[src/asc_pkg.sv]
// shared constants of the serial command port: frame layout, command codes,
// multiplexer selections, configuration fields and serial clock timing.
// assumes both ends run on one 50 MHz system clock.
package asc_pkg;
   localparam int FRAME_BITS = 16;
   localparam int RES_BITS   = 10;
   localparam int CFG_BITS   = 12;
   localparam int PAD_BITS   = 6;

   // bit counters inside a frame
   localparam logic [4:0] CNT_CMD  = 5'h03;
   localparam logic [4:0] CNT_LAST = 5'h0f;
   localparam logic [4:0] CNT_FULL = 5'h10;
   localparam logic [3:0] TOP_NEXT = 4'he;

   // command codes
   localparam logic [3:0] CMD_LAST_CHAN  = 4'h7;
   localparam logic [3:0] CMD_POWER_DOWN = 4'h8;
   localparam logic [3:0] CMD_READ_CFG   = 4'h9;
   localparam logic [3:0] CMD_WRITE_CFG  = 4'ha;
   localparam logic [3:0] CMD_TEST_MID   = 4'hb;
   localparam logic [3:0] CMD_TEST_LOW   = 4'hc;
   localparam logic [3:0] CMD_TEST_HIGH  = 4'hd;
   localparam logic [3:0] CMD_FIFO_READ  = 4'he;
   localparam logic [3:0] CMD_RESERVED   = 4'hf;

   // multiplexer selections: 0..7 analog inputs, then test levels
   localparam logic [3:0] SEL_TEST_MID  = 4'h8;
   localparam logic [3:0] SEL_TEST_LOW  = 4'h9;
   localparam logic [3:0] SEL_TEST_HIGH = 4'ha;
   localparam logic [3:0] MINUS_CHAN_8  = 4'h2;
   localparam logic [3:0] MINUS_CHAN_4  = 4'h1;

   // configuration word
   localparam int CFG_TWOS_BIT  = 10;
   localparam int CFG_PDIFF_BIT = 7;
   localparam logic [11:0] CFG_RESET = 12'h000;

   // serial clock made by the host
   localparam int SYS_PERIOD_NS  = 20;
   localparam int SCLK_PERIOD_NS = 320;
   localparam int SCLK_HALF_CYC  = SCLK_PERIOD_NS / (2 * SYS_PERIOD_NS);
   localparam logic [2:0] HALF_LAST  = 3'(SCLK_HALF_CYC - 1);
   localparam logic [4:0] HALVES_LAST = 5'h1f;
endpackage

[src/asc_link_if.sv]
// serial link between host and converter command port.
// assumes the host end reads sdo_line; the data out pin idles high when released.
`timescale 1ns/1ns
`default_nettype none
interface asc_link_if;
   logic sclk;
   logic cs_n;
   logic frame_sync_in;
   logic sdi;
   logic sdo;
   logic sdo_oe;
   logic sdo_line;

   // released pin pulled high
   assign sdo_line = sdo_oe ? sdo : 1'b1;

   modport dev  (input sclk, input cs_n, input frame_sync_in, input sdi,
                 output sdo, output sdo_oe);
   modport host (output sclk, output cs_n, output frame_sync_in, output sdi,
                 input sdo_line);
endinterface
`default_nettype wire

[src/asc_device.sv]
// converter end of the serial command port: frame receiver, command decoder,
// configuration word, result shifter and break-before-make input selection.
// assumes link pins are asynchronous and result_i holds the oldest result.
`timescale 1ns/1ns
`default_nettype none
// Summary of operation
// break-before-make selection of inputs or test levels
// config bit 7 takes minus input away
// sixteen bits, msb first, command then data
// padding bits ignored for dataless commands
// readback: four dummies then config word
// result in top ten bits, six dummies
// straight binary: low ref 000h, top 3FFh
// twos complement: low ref 200h, top 1FFh
// sync high at select fall: rise samples
// sync fall starts frame: fall samples
// host writes zero config after power-up
// codes 0-7 channels; four-input part even only
// code 8 powers analog and reference down
// code 9 returns config in low bits
// code A loads twelve data bits
// codes B, C, D pick test levels
// code E shifts oldest fifo entry out
// code F does nothing
// sampling starts after select command decoded
// shifted result is previous conversion
// output released outside frame, after bit 16
// config bit 10 picks output coding
module asc_device #(
   parameter bit EIGHT_INPUTS = 1'b1
) (
   input  wire logic                          sys_clk_i,
   input  wire logic                          reset_i,
   asc_link_if.dev                            link,
   input  wire logic [asc_pkg::RES_BITS-1:0] result_i,
   output logic      [3:0]                   mux_sel_o,
   output logic                              mux_en_o,
   output logic                              sample_start_o,
   output logic                              power_down_o,
   output logic                              pseudo_diff_o,
   output logic                              fifo_pop_o,
   output logic      [asc_pkg::CFG_BITS-1:0] config_word_o
);
   typedef enum logic [1:0] {F_IDLE, F_WAIT_SYNC, F_SHIFT} asc_frame_t;
   typedef enum logic [1:0] {M_ON, M_BREAK, M_MAKE} asc_mux_t;

   logic [1:0]  sclk_sy;
   logic [1:0]  cs_sy;
   logic [1:0]  fsync_sy;
   logic [1:0]  sdi_sy;
   logic        sclk_d;
   logic        cs_d;
   logic        fsync_d;
   asc_frame_t  frame_state;
   asc_mux_t    mux_state;
   logic        sync_mode;
   logic [4:0]  in_cnt;
   logic [4:0]  out_cnt;
   logic [15:0] shift_in;
   logic [15:0] next_shift;
   logic [15:0] out_word;
   logic [3:0]  command_nibble;
   logic [11:0] config_word;
   logic [3:0]  pend_sel;
   logic [9:0]  res_fmt;
   logic        sclk_rise;
   logic        sclk_fall;
   logic        cs_fall;
   logic        fsync_fall;
   logic        lead;
   logic        trail;
   logic        start;
   logic        cmd_stb;
   logic        end_stb;
   logic        sel_ok;
   logic [3:0]  sel_val;

   // pin synchronisers
   always_ff @(posedge sys_clk_i) begin
      if (reset_i) begin
         sclk_sy  <= 2'h0;
         cs_sy    <= 2'h3;
         fsync_sy <= 2'h3;
         sdi_sy   <= 2'h0;
         sclk_d   <= 1'b0;
         cs_d     <= 1'b1;
         fsync_d  <= 1'b1;
      end else begin
         sclk_sy  <= {sclk_sy[0], link.sclk};
         cs_sy    <= {cs_sy[0], link.cs_n};
         fsync_sy <= {fsync_sy[0], link.frame_sync_in};
         sdi_sy   <= {sdi_sy[0], link.sdi};
         sclk_d   <= sclk_sy[1];
         cs_d     <= cs_sy[1];
         fsync_d  <= fsync_sy[1];
      end
   end

   assign sclk_rise  = sclk_sy[1] & ~sclk_d;
   assign sclk_fall  = ~sclk_sy[1] & sclk_d;
   assign cs_fall    = cs_d & ~cs_sy[1];
   assign fsync_fall = fsync_d & ~fsync_sy[1];
   assign lead  = sync_mode ? sclk_fall : sclk_rise; // see R9
   assign trail = sync_mode ? sclk_rise : sclk_fall; // see R9
   assign next_shift = {shift_in[14:0], sdi_sy[1]};

   assign start = ((frame_state == F_IDLE) && cs_fall && fsync_sy[1])
      || ((frame_state == F_WAIT_SYNC) && fsync_fall && !cs_sy[1]);
   assign cmd_stb = (frame_state == F_SHIFT) && lead && !cs_sy[1]
      && (in_cnt == asc_pkg::CNT_CMD);
   assign end_stb = (frame_state == F_SHIFT) && lead && !cs_sy[1]
      && (in_cnt == asc_pkg::CNT_LAST);

   // output coding of the previous result
   assign res_fmt = config_word[asc_pkg::CFG_TWOS_BIT]
      ? {~result_i[asc_pkg::RES_BITS-1], result_i[asc_pkg::RES_BITS-2:0]}
      : result_i;

   // frame receiver and result shifter
   always_ff @(posedge sys_clk_i) begin
      if (reset_i) begin
         frame_state <= F_IDLE;
         sync_mode   <= 1'b0;
         in_cnt      <= 5'h00;
         out_cnt     <= 5'h00;
         shift_in    <= 16'h0000;
         out_word    <= 16'h0000;
         link.sdo    <= 1'b0;
         link.sdo_oe <= 1'b0;
      end else if (cs_sy[1]) begin
         frame_state <= F_IDLE;
         link.sdo_oe <= 1'b0;
      end else begin
         case (frame_state)
            F_IDLE: begin
               if (cs_fall && !fsync_sy[1]) begin
                  sync_mode   <= 1'b1;
                  frame_state <= F_WAIT_SYNC;
               end else if (start) begin
                  sync_mode <= 1'b0;
               end
            end
            F_WAIT_SYNC: ;
            F_SHIFT: begin
               if (lead && in_cnt != asc_pkg::CNT_FULL) begin
                  shift_in <= next_shift;
                  in_cnt   <= in_cnt + 5'h01;
               end
               if (cmd_stb && next_shift[3:0] == asc_pkg::CMD_READ_CFG) begin
                  out_word[asc_pkg::CFG_BITS-1:0] <= config_word; // see R5
               end
               if (trail && in_cnt > out_cnt) begin
                  out_cnt <= out_cnt + 5'h01;
                  if (out_cnt == asc_pkg::CNT_LAST) begin
                     link.sdo_oe <= 1'b0;
                     frame_state <= F_IDLE;
                  end else begin
                     link.sdo <= out_word[asc_pkg::TOP_NEXT - out_cnt[3:0]];
                  end
               end
            end
            default: frame_state <= F_IDLE;
         endcase
         if (start) begin
            frame_state <= F_SHIFT;
            in_cnt      <= 5'h00;
            out_cnt     <= 5'h00;
            out_word    <= {res_fmt, {asc_pkg::PAD_BITS{1'b0}}}; // see R6 see R17
            link.sdo    <= res_fmt[asc_pkg::RES_BITS-1];
            link.sdo_oe <= 1'b1;
         end
      end
   end

   // command register and configuration word
   always_ff @(posedge sys_clk_i) begin
      if (reset_i) begin
         command_nibble <= asc_pkg::CMD_RESERVED;
         config_word    <= asc_pkg::CFG_RESET;
      end else begin
         if (cmd_stb) begin
            command_nibble <= next_shift[3:0];
         end
         if (end_stb && command_nibble == asc_pkg::CMD_WRITE_CFG) begin
            config_word <= next_shift[asc_pkg::CFG_BITS-1:0]; // see R15
         end
      end
   end

   // selection decode; data bits play no part here
   always_comb begin
      sel_ok  = 1'b0;
      sel_val = 4'h0;
      if (next_shift[3:0] <= asc_pkg::CMD_LAST_CHAN) begin
         if (EIGHT_INPUTS) begin
            sel_val = next_shift[3:0];
            sel_ok  = !(config_word[asc_pkg::CFG_PDIFF_BIT]
                        && sel_val == asc_pkg::MINUS_CHAN_8);
         end else begin
            sel_val = {1'b0, next_shift[3:1]};
            sel_ok  = !next_shift[0]
               && !(config_word[asc_pkg::CFG_PDIFF_BIT]
                    && sel_val == asc_pkg::MINUS_CHAN_4);
         end
      end else begin
         case (next_shift[3:0])
            asc_pkg::CMD_TEST_MID: begin
               sel_ok  = 1'b1;
               sel_val = asc_pkg::SEL_TEST_MID;
            end
            asc_pkg::CMD_TEST_LOW: begin
               sel_ok  = 1'b1;
               sel_val = asc_pkg::SEL_TEST_LOW;
            end
            asc_pkg::CMD_TEST_HIGH: begin
               sel_ok  = 1'b1;
               sel_val = asc_pkg::SEL_TEST_HIGH;
            end
            default: sel_ok = 1'b0;
         endcase
      end
   end

   // multiplexer: open old path, switch, then close new one
   always_ff @(posedge sys_clk_i) begin
      if (reset_i) begin
         mux_state      <= M_ON;
         mux_sel_o      <= 4'h0;
         mux_en_o       <= 1'b0;
         pend_sel       <= 4'h0;
         sample_start_o <= 1'b0;
      end else begin
         sample_start_o <= 1'b0;
         case (mux_state)
            M_ON: begin
               if (cmd_stb && sel_ok) begin
                  pend_sel  <= sel_val;
                  mux_en_o  <= 1'b0;
                  mux_state <= M_BREAK;
               end
            end
            M_BREAK: begin
               mux_sel_o <= pend_sel; // see R12
               mux_state <= M_MAKE;
            end
            M_MAKE: begin
               mux_en_o       <= 1'b1;
               sample_start_o <= 1'b1;
               mux_state      <= M_ON;
            end
            default: mux_state <= M_ON;
         endcase
      end
   end

   // power-down, fifo pop and configuration outputs
   always_ff @(posedge sys_clk_i) begin
      if (reset_i) begin
         power_down_o  <= 1'b0;
         fifo_pop_o    <= 1'b0;
         pseudo_diff_o <= 1'b0;
         config_word_o <= asc_pkg::CFG_RESET;
      end else begin
         if (cmd_stb && next_shift[3:0] == asc_pkg::CMD_POWER_DOWN) begin
            power_down_o <= 1'b1;
         end else if (start) begin
            power_down_o <= 1'b0;
         end
         fifo_pop_o    <= end_stb && command_nibble == asc_pkg::CMD_FIFO_READ;
         pseudo_diff_o <= config_word[asc_pkg::CFG_PDIFF_BIT];
         config_word_o <= config_word;
      end
   end
endmodule // asc_device
`default_nettype wire

[src/flat_wrapper.sv]
// flat-port wrapper written by rule: the top's interface ports become plain ports
module asc_device_flat 
#(
   parameter bit EIGHT_INPUTS = 1'b1
)
  (sys_clk_i, reset_i, result_i, mux_sel_o, mux_en_o, sample_start_o, power_down_o, pseudo_diff_o, fifo_pop_o, config_word_o, link_sclk, link_cs_n, link_frame_sync_in, link_sdi, link_sdo, link_sdo_oe);
  asc_link_if link_i ();
  input  wire logic sys_clk_i;
  input  wire logic reset_i;
  input  wire logic [asc_pkg::RES_BITS-1:0] result_i;
  output logic      [3:0] mux_sel_o;
  output logic mux_en_o;
  output logic sample_start_o;
  output logic power_down_o;
  output logic pseudo_diff_o;
  output logic fifo_pop_o;
  output logic      [asc_pkg::CFG_BITS-1:0] config_word_o;
  input wire logic [$bits(link_i.sclk)-1:0] link_sclk;
  input wire logic [$bits(link_i.cs_n)-1:0] link_cs_n;
  input wire logic [$bits(link_i.frame_sync_in)-1:0] link_frame_sync_in;
  input wire logic [$bits(link_i.sdi)-1:0] link_sdi;
  output wire logic [$bits(link_i.sdo)-1:0] link_sdo;
  output wire logic [$bits(link_i.sdo_oe)-1:0] link_sdo_oe;
  assign link_i.sclk = link_sclk;
  assign link_i.cs_n = link_cs_n;
  assign link_i.frame_sync_in = link_frame_sync_in;
  assign link_i.sdi = link_sdi;
  assign link_sdo = link_i.sdo;
  assign link_sdo_oe = link_i.sdo_oe;
  asc_device #(.EIGHT_INPUTS(EIGHT_INPUTS)) u_core (.sys_clk_i(sys_clk_i), .reset_i(reset_i), .link(link_i), .result_i(result_i), .mux_sel_o(mux_sel_o), .mux_en_o(mux_en_o), .sample_start_o(sample_start_o), .power_down_o(power_down_o), .pseudo_diff_o(pseudo_diff_o), .fifo_pop_o(fifo_pop_o), .config_word_o(config_word_o));
endmodule
[config.mk]
export PLATFORM = sky130hd
export DESIGN_NAME = asc_device_flat
export DESIGN_NICKNAME = d
export VERILOG_FILES = /design/src/asc_pkg.sv /design/src/asc_link_if.sv /design/src/asc_device.sv /design/src/flat_wrapper.sv
export SDC_FILE = /design/constraint.sdc
export NUM_CORES = 1
export LEC_CHECK = 0
export BUFFER_PORTS_ARGS = -buffer_cell sky130_fd_sc_hd__clkbuf_2
export CAP_MARGIN = 30
export CORE_UTILIZATION = 50
export CTS_CLUSTER_DIAMETER = 30
export DETAILED_ROUTE_END_ITERATION = 16
export PLACE_DENSITY = 0.69
export SYNTH_ARGS = -nofsm -noshare
export SYNTH_HDL_FRONTEND = slang
export SYNTH_SLANG_ARGS = --single-unit
[constraint.sdc]
create_clock -name sys_clk_i -period 4.4 [get_ports sys_clk_i]
set_input_delay 0.22 -clock sys_clk_i [delete_from_list [all_inputs] [get_ports sys_clk_i]]
set_output_delay 0.22 -clock sys_clk_i [all_outputs]
set_load 0.005 [all_outputs]
==> results.py <==
metrics = {
    "logic_synthesis": {
        "synth_ff_type": "dfxtp_1",
        "synth-edff-count": 0,
        "seq_area_frac_synth_pct": 46.3,
        "async_reset_ff_share_pct": 0,
        "synth_cell_type_count": 59,
        "synth_area_um2": 4110,
        "yosysWarnings": 0,
        "synth_nets": 453,
        "ys_seq_elements": 95,
        "avgSynthCellArea_um2": 9.62,
        "syn-instance-count": 427,
    },
    "die": {
        "fp.dieH_um": 92.6,
        "core_area_um2": 7850,
        "initial_core_util_pct": 52.3,
        "die_area_um2": 8580,
        "io_pins": 39,
        "dieWidth_um": 92.6,
        "rows": 32,
    },
    "setup_path": {
        "critical_path_class": "register to register",
        "end_kind": "register",
        "reg2reg_depth": 7,
        "required_ns": 4.69,
        "r2r_slack_ns": 1.97,
        "startpoint": "u_core.out_cnt[0]$_SDFFE_PP0P_",
        "cp-start-kind": "register",
        "worst_ep_arrival_time_ns": 2.72,
        "max_stage_delay_ns": 0.45,
        "critPathSlowestCell": "dfxtp_1",
        "r2r_start": "u_core.out_cnt[0]$_SDFFE_PP0P_",
        "crit_fanout": 10,
        "path_cells": "ha_1, and3_1, ha_1, or4b_1, a221oi_1, a221oi_1, a311oi_1",
        "cp-endpoint": "u_core.link.sdo$_SDFFE_PP0P_",
        "rr_endpoint": "u_core.link.sdo$_SDFFE_PP0P_",
    },
    "pwr": {
        "pwr-share-comb_pct": 3.5,
        "vdd_drop_max_v": 0.000167,
        "pwr-share-seq_pct": 58.4,
        "p_int_uw": 1130,
        "leakage_uw": 0.00166,
        "power-per-cell-area_nw_per_um2": 332,
        "p_sw_uw": 376,
        "finalPower_uw": 1500,
        "switching_share_pct": 25.0,
        "clkPwrFrac_pct": 38.2,
    },
    "sta": {
        "skew_ns": 0.0161,
        "fmax_ghz": 0.412,
        "tightest_slew_ns": 0.985,
        "fin_crit_sh_pct": 55.2,
        "relSlewSlack_pct": 34.2,
        "fin_crit_ns": 2.43,
        "slew_violations": 0,
        "finalHoldViolations": 0,
        "fin_tns_setup_ns": 0,
        "rsz0062_at_grt": "no",
        "setup_viol": 0,
    },
    "global_routing": {
        "grt_use_met3_pct": 4.60,
        "grtUsageTotal_pct": 20.8,
        "grt-ovfl-total": 0,
        "met1_usage_pct": 29.3,
        "grt_max_degree": 49,
        "busiest_layer": "met2",
        "grt_pass1_wl_mm": 14.2,
        "grt_pass1_vias": 2888,
        "antenna_found_initial": 0,
        "grtUsageMet2_pct": 32.2,
    },
    "cts": {
        "cts.sinks": 95,
        "numCtsBuffers": 9,
        "clock_latency_ns": 0.37,
        "cts_resized": 0,
        "htree_levels": 3,
        "root_buffer": "clkbuf_8",
        "holdBufCountCts": 0,
        "cts_tree": "built",
        "clk_pin_slew_ns": 0.10,
        "post_cts_buffers": 0,
        "cts_buffer_depth": 2,
    },
    "routing": {
        "drc_errors": 0,
        "wl_per_cell_um": 15.2,
        "avgViaCountPerCell": 5.69,
        "routed_wl_mm": 8.50,
        "dr.first_iter.drc_count": 176,
        "vias": 3176,
        "firstDrtPassIters": 5,
        "detail-route-antenna-nets": 0,
    },
    "cells_and_area": {
        "syn_to_final_growth_pct": 10.0,
        "diodes": 0,
        "final_cell_mix": "dfxtp_1, nor2_1, clkbuf_2, mux2i_1",
        "final_common_cell": "dfxtp_1",
        "drive_above_1_share_pct": 17.1,
        "fin_nets": 477,
    },
    "run_status": {
        "status": "finished clean",
    },
    "place": {
        "place.gp.congestion": 0.876,
        "post-dp-hpwl_mm": 5.91,
        "portBuffers": 38,
    },
    "job": {
        "maxCapViolCount": 0,
    },
    "worst_hold_path": {
        "min_path_type": "input port to register",
    },
}
-- worst min-delay path by stage --
stage                     cells after the start  slack (ns)                          start                             to
after floorplan                               1        0.32                      link_cs_n     u_core.cs_sy[0]$_SDFF_PP1_
after global placement                        1        0.40  u_core.fsync_sy[0]$_SDFF_PP1_  u_core.fsync_sy[1]$_SDFF_PP1_
after detailed placement                      1        0.40     u_core.cs_sy[0]$_SDFF_PP1_     u_core.cs_sy[1]$_SDFF_PP1_
after CTS                                     2        0.03                      link_cs_n     u_core.cs_sy[0]$_SDFF_PP1_
after global routing                          2        0.04                      link_cs_n     u_core.cs_sy[0]$_SDFF_PP1_
final                                         2        0.04                      link_cs_n     u_core.cs_sy[0]$_SDFF_PP1_
-- through the flow --
stage / std cells / hold WS (ns) / cell area, um2 / setup WS [ns] / util, %
CTS: 557 / 0.0307 / 4510 / 1.83 / 57.4
finish: 558 / 0.0405 / 4520 / 1.97 / 57.6
global placement: 540 / 0.395 / 4290 / 1.93 / 54.7
detailed placement: 541 / 0.405 / 4310 / 1.84 / 55.0
floorplan: 427 / 0.324 / 4110 / 2.38 / -
global route: 558 / 0.0423 / 4520 / 1.79 / 57.6
-- power groups by stage --
stage          combinational, uW  sequential (uW)  clock, uW
3_5_place_dp                52.1              896          0
3_3_place_gp                49.2              896          0
6_report                    51.8              876        573
4_1_cts                     52.5              876        584
5_1_grt                     58.0              878        615
2_1_floorplan               37.0              892          0
-- critical path, delay by kind of cell, from the launching register on --
family / cells / cell delay [ns]
compound gates: 3 / 0.76
flops: 1 / 0.45
simple gates: 2 / 0.65
fa+ha+maj: 2 / 0.49
-- per-layer routing --
metal | vias to the layer above | share of wire (%)
li1 | 1580 | -
met1 | 1510 | 49
met2 | 75 | 45
met3 | 11 | 4.4
met4 | 0 | 1.3
met5 | - | 0
-- cell usage after synthesis, types with 2 or more instances --
master	number	area, um2
nand3_1	22	110
buf_1	2	7.51
o211a_1	2	20.0
o221a_2	2	22.5
buf_4	3	22.5
o31ai_1	2	15.0
o21ai_0	15	75.1
o311ai_0	4	35.0
or2_2	6	37.5
nand2b_1	4	25.0
mux4_2	4	90.1
and3_1	3	18.8
buf_2	7	35.0
nor4b_1	3	26.3
a21oi_1	20	100
a311oi_1	8	70.1
ha_1	10	125
o221ai_1	4	35.0
a211oi_1	3	22.5
dfxtp_1	95	1900
nor2b_1	20	125
nor3_1	4	20.0
a221oi_1	3	26.3
or3_1	5	31.3
nor2_1	45	169
clkbuf_1	14	52.6
o211ai_1	5	37.5
a31oi_1	2	12.5
nor3b_1	5	37.5
buf_6	2	22.5
nand2_1	22	82.6
xnor2_1	3	26.3
nand4_1	3	18.8
nand3b_1	7	52.6
mux2i_1	31	310
inv_1	14	52.6
-- sequential cells by signal, summed over array words and instances (netlist names), 2 cells and up --
name                   cells
u_core.shift_in           11
u_core.cs_sy               2
u_core.sclk_sy             2
u_core.mux_sel_o           4
u_core.mux_state           2
u_core.pend_sel            4
u_core.sdi_sy              2
u_core.out_cnt             5
u_core.in_cnt              5
u_core.config_word_o      12
u_core.config_word        12
u_core.frame_state         2
u_core.command_nibble      4
u_core.out_word           16
u_core.fsync_sy            2
-- cells by family (layout without fill, tap and decap cells) --
kind of cell	count (synthesis)	count (layout)	share of synthesized area, %
mux	36	36	10.0
buf+inv	43	72	4.87
compound gates	79	79	14.1
flops	95	95	46.3
xor+xnor	4	4	0.853
simple gates	160	160	20.8
fa+ha+maj	10	10	3.05
-- final cells by class --
class / instances / area (um2)
clock inverters: 6 / 57.6
repair buffers: 42 / 236
multi-input cells: 289 / 2010
inverters: 14 / 52.6
well taps: 102 / 128
flip-flops and latches: 95 / 1900
fillers: 708 / 3330
clock buffers: 10 / 138
(Power assumes the default switching activity.)
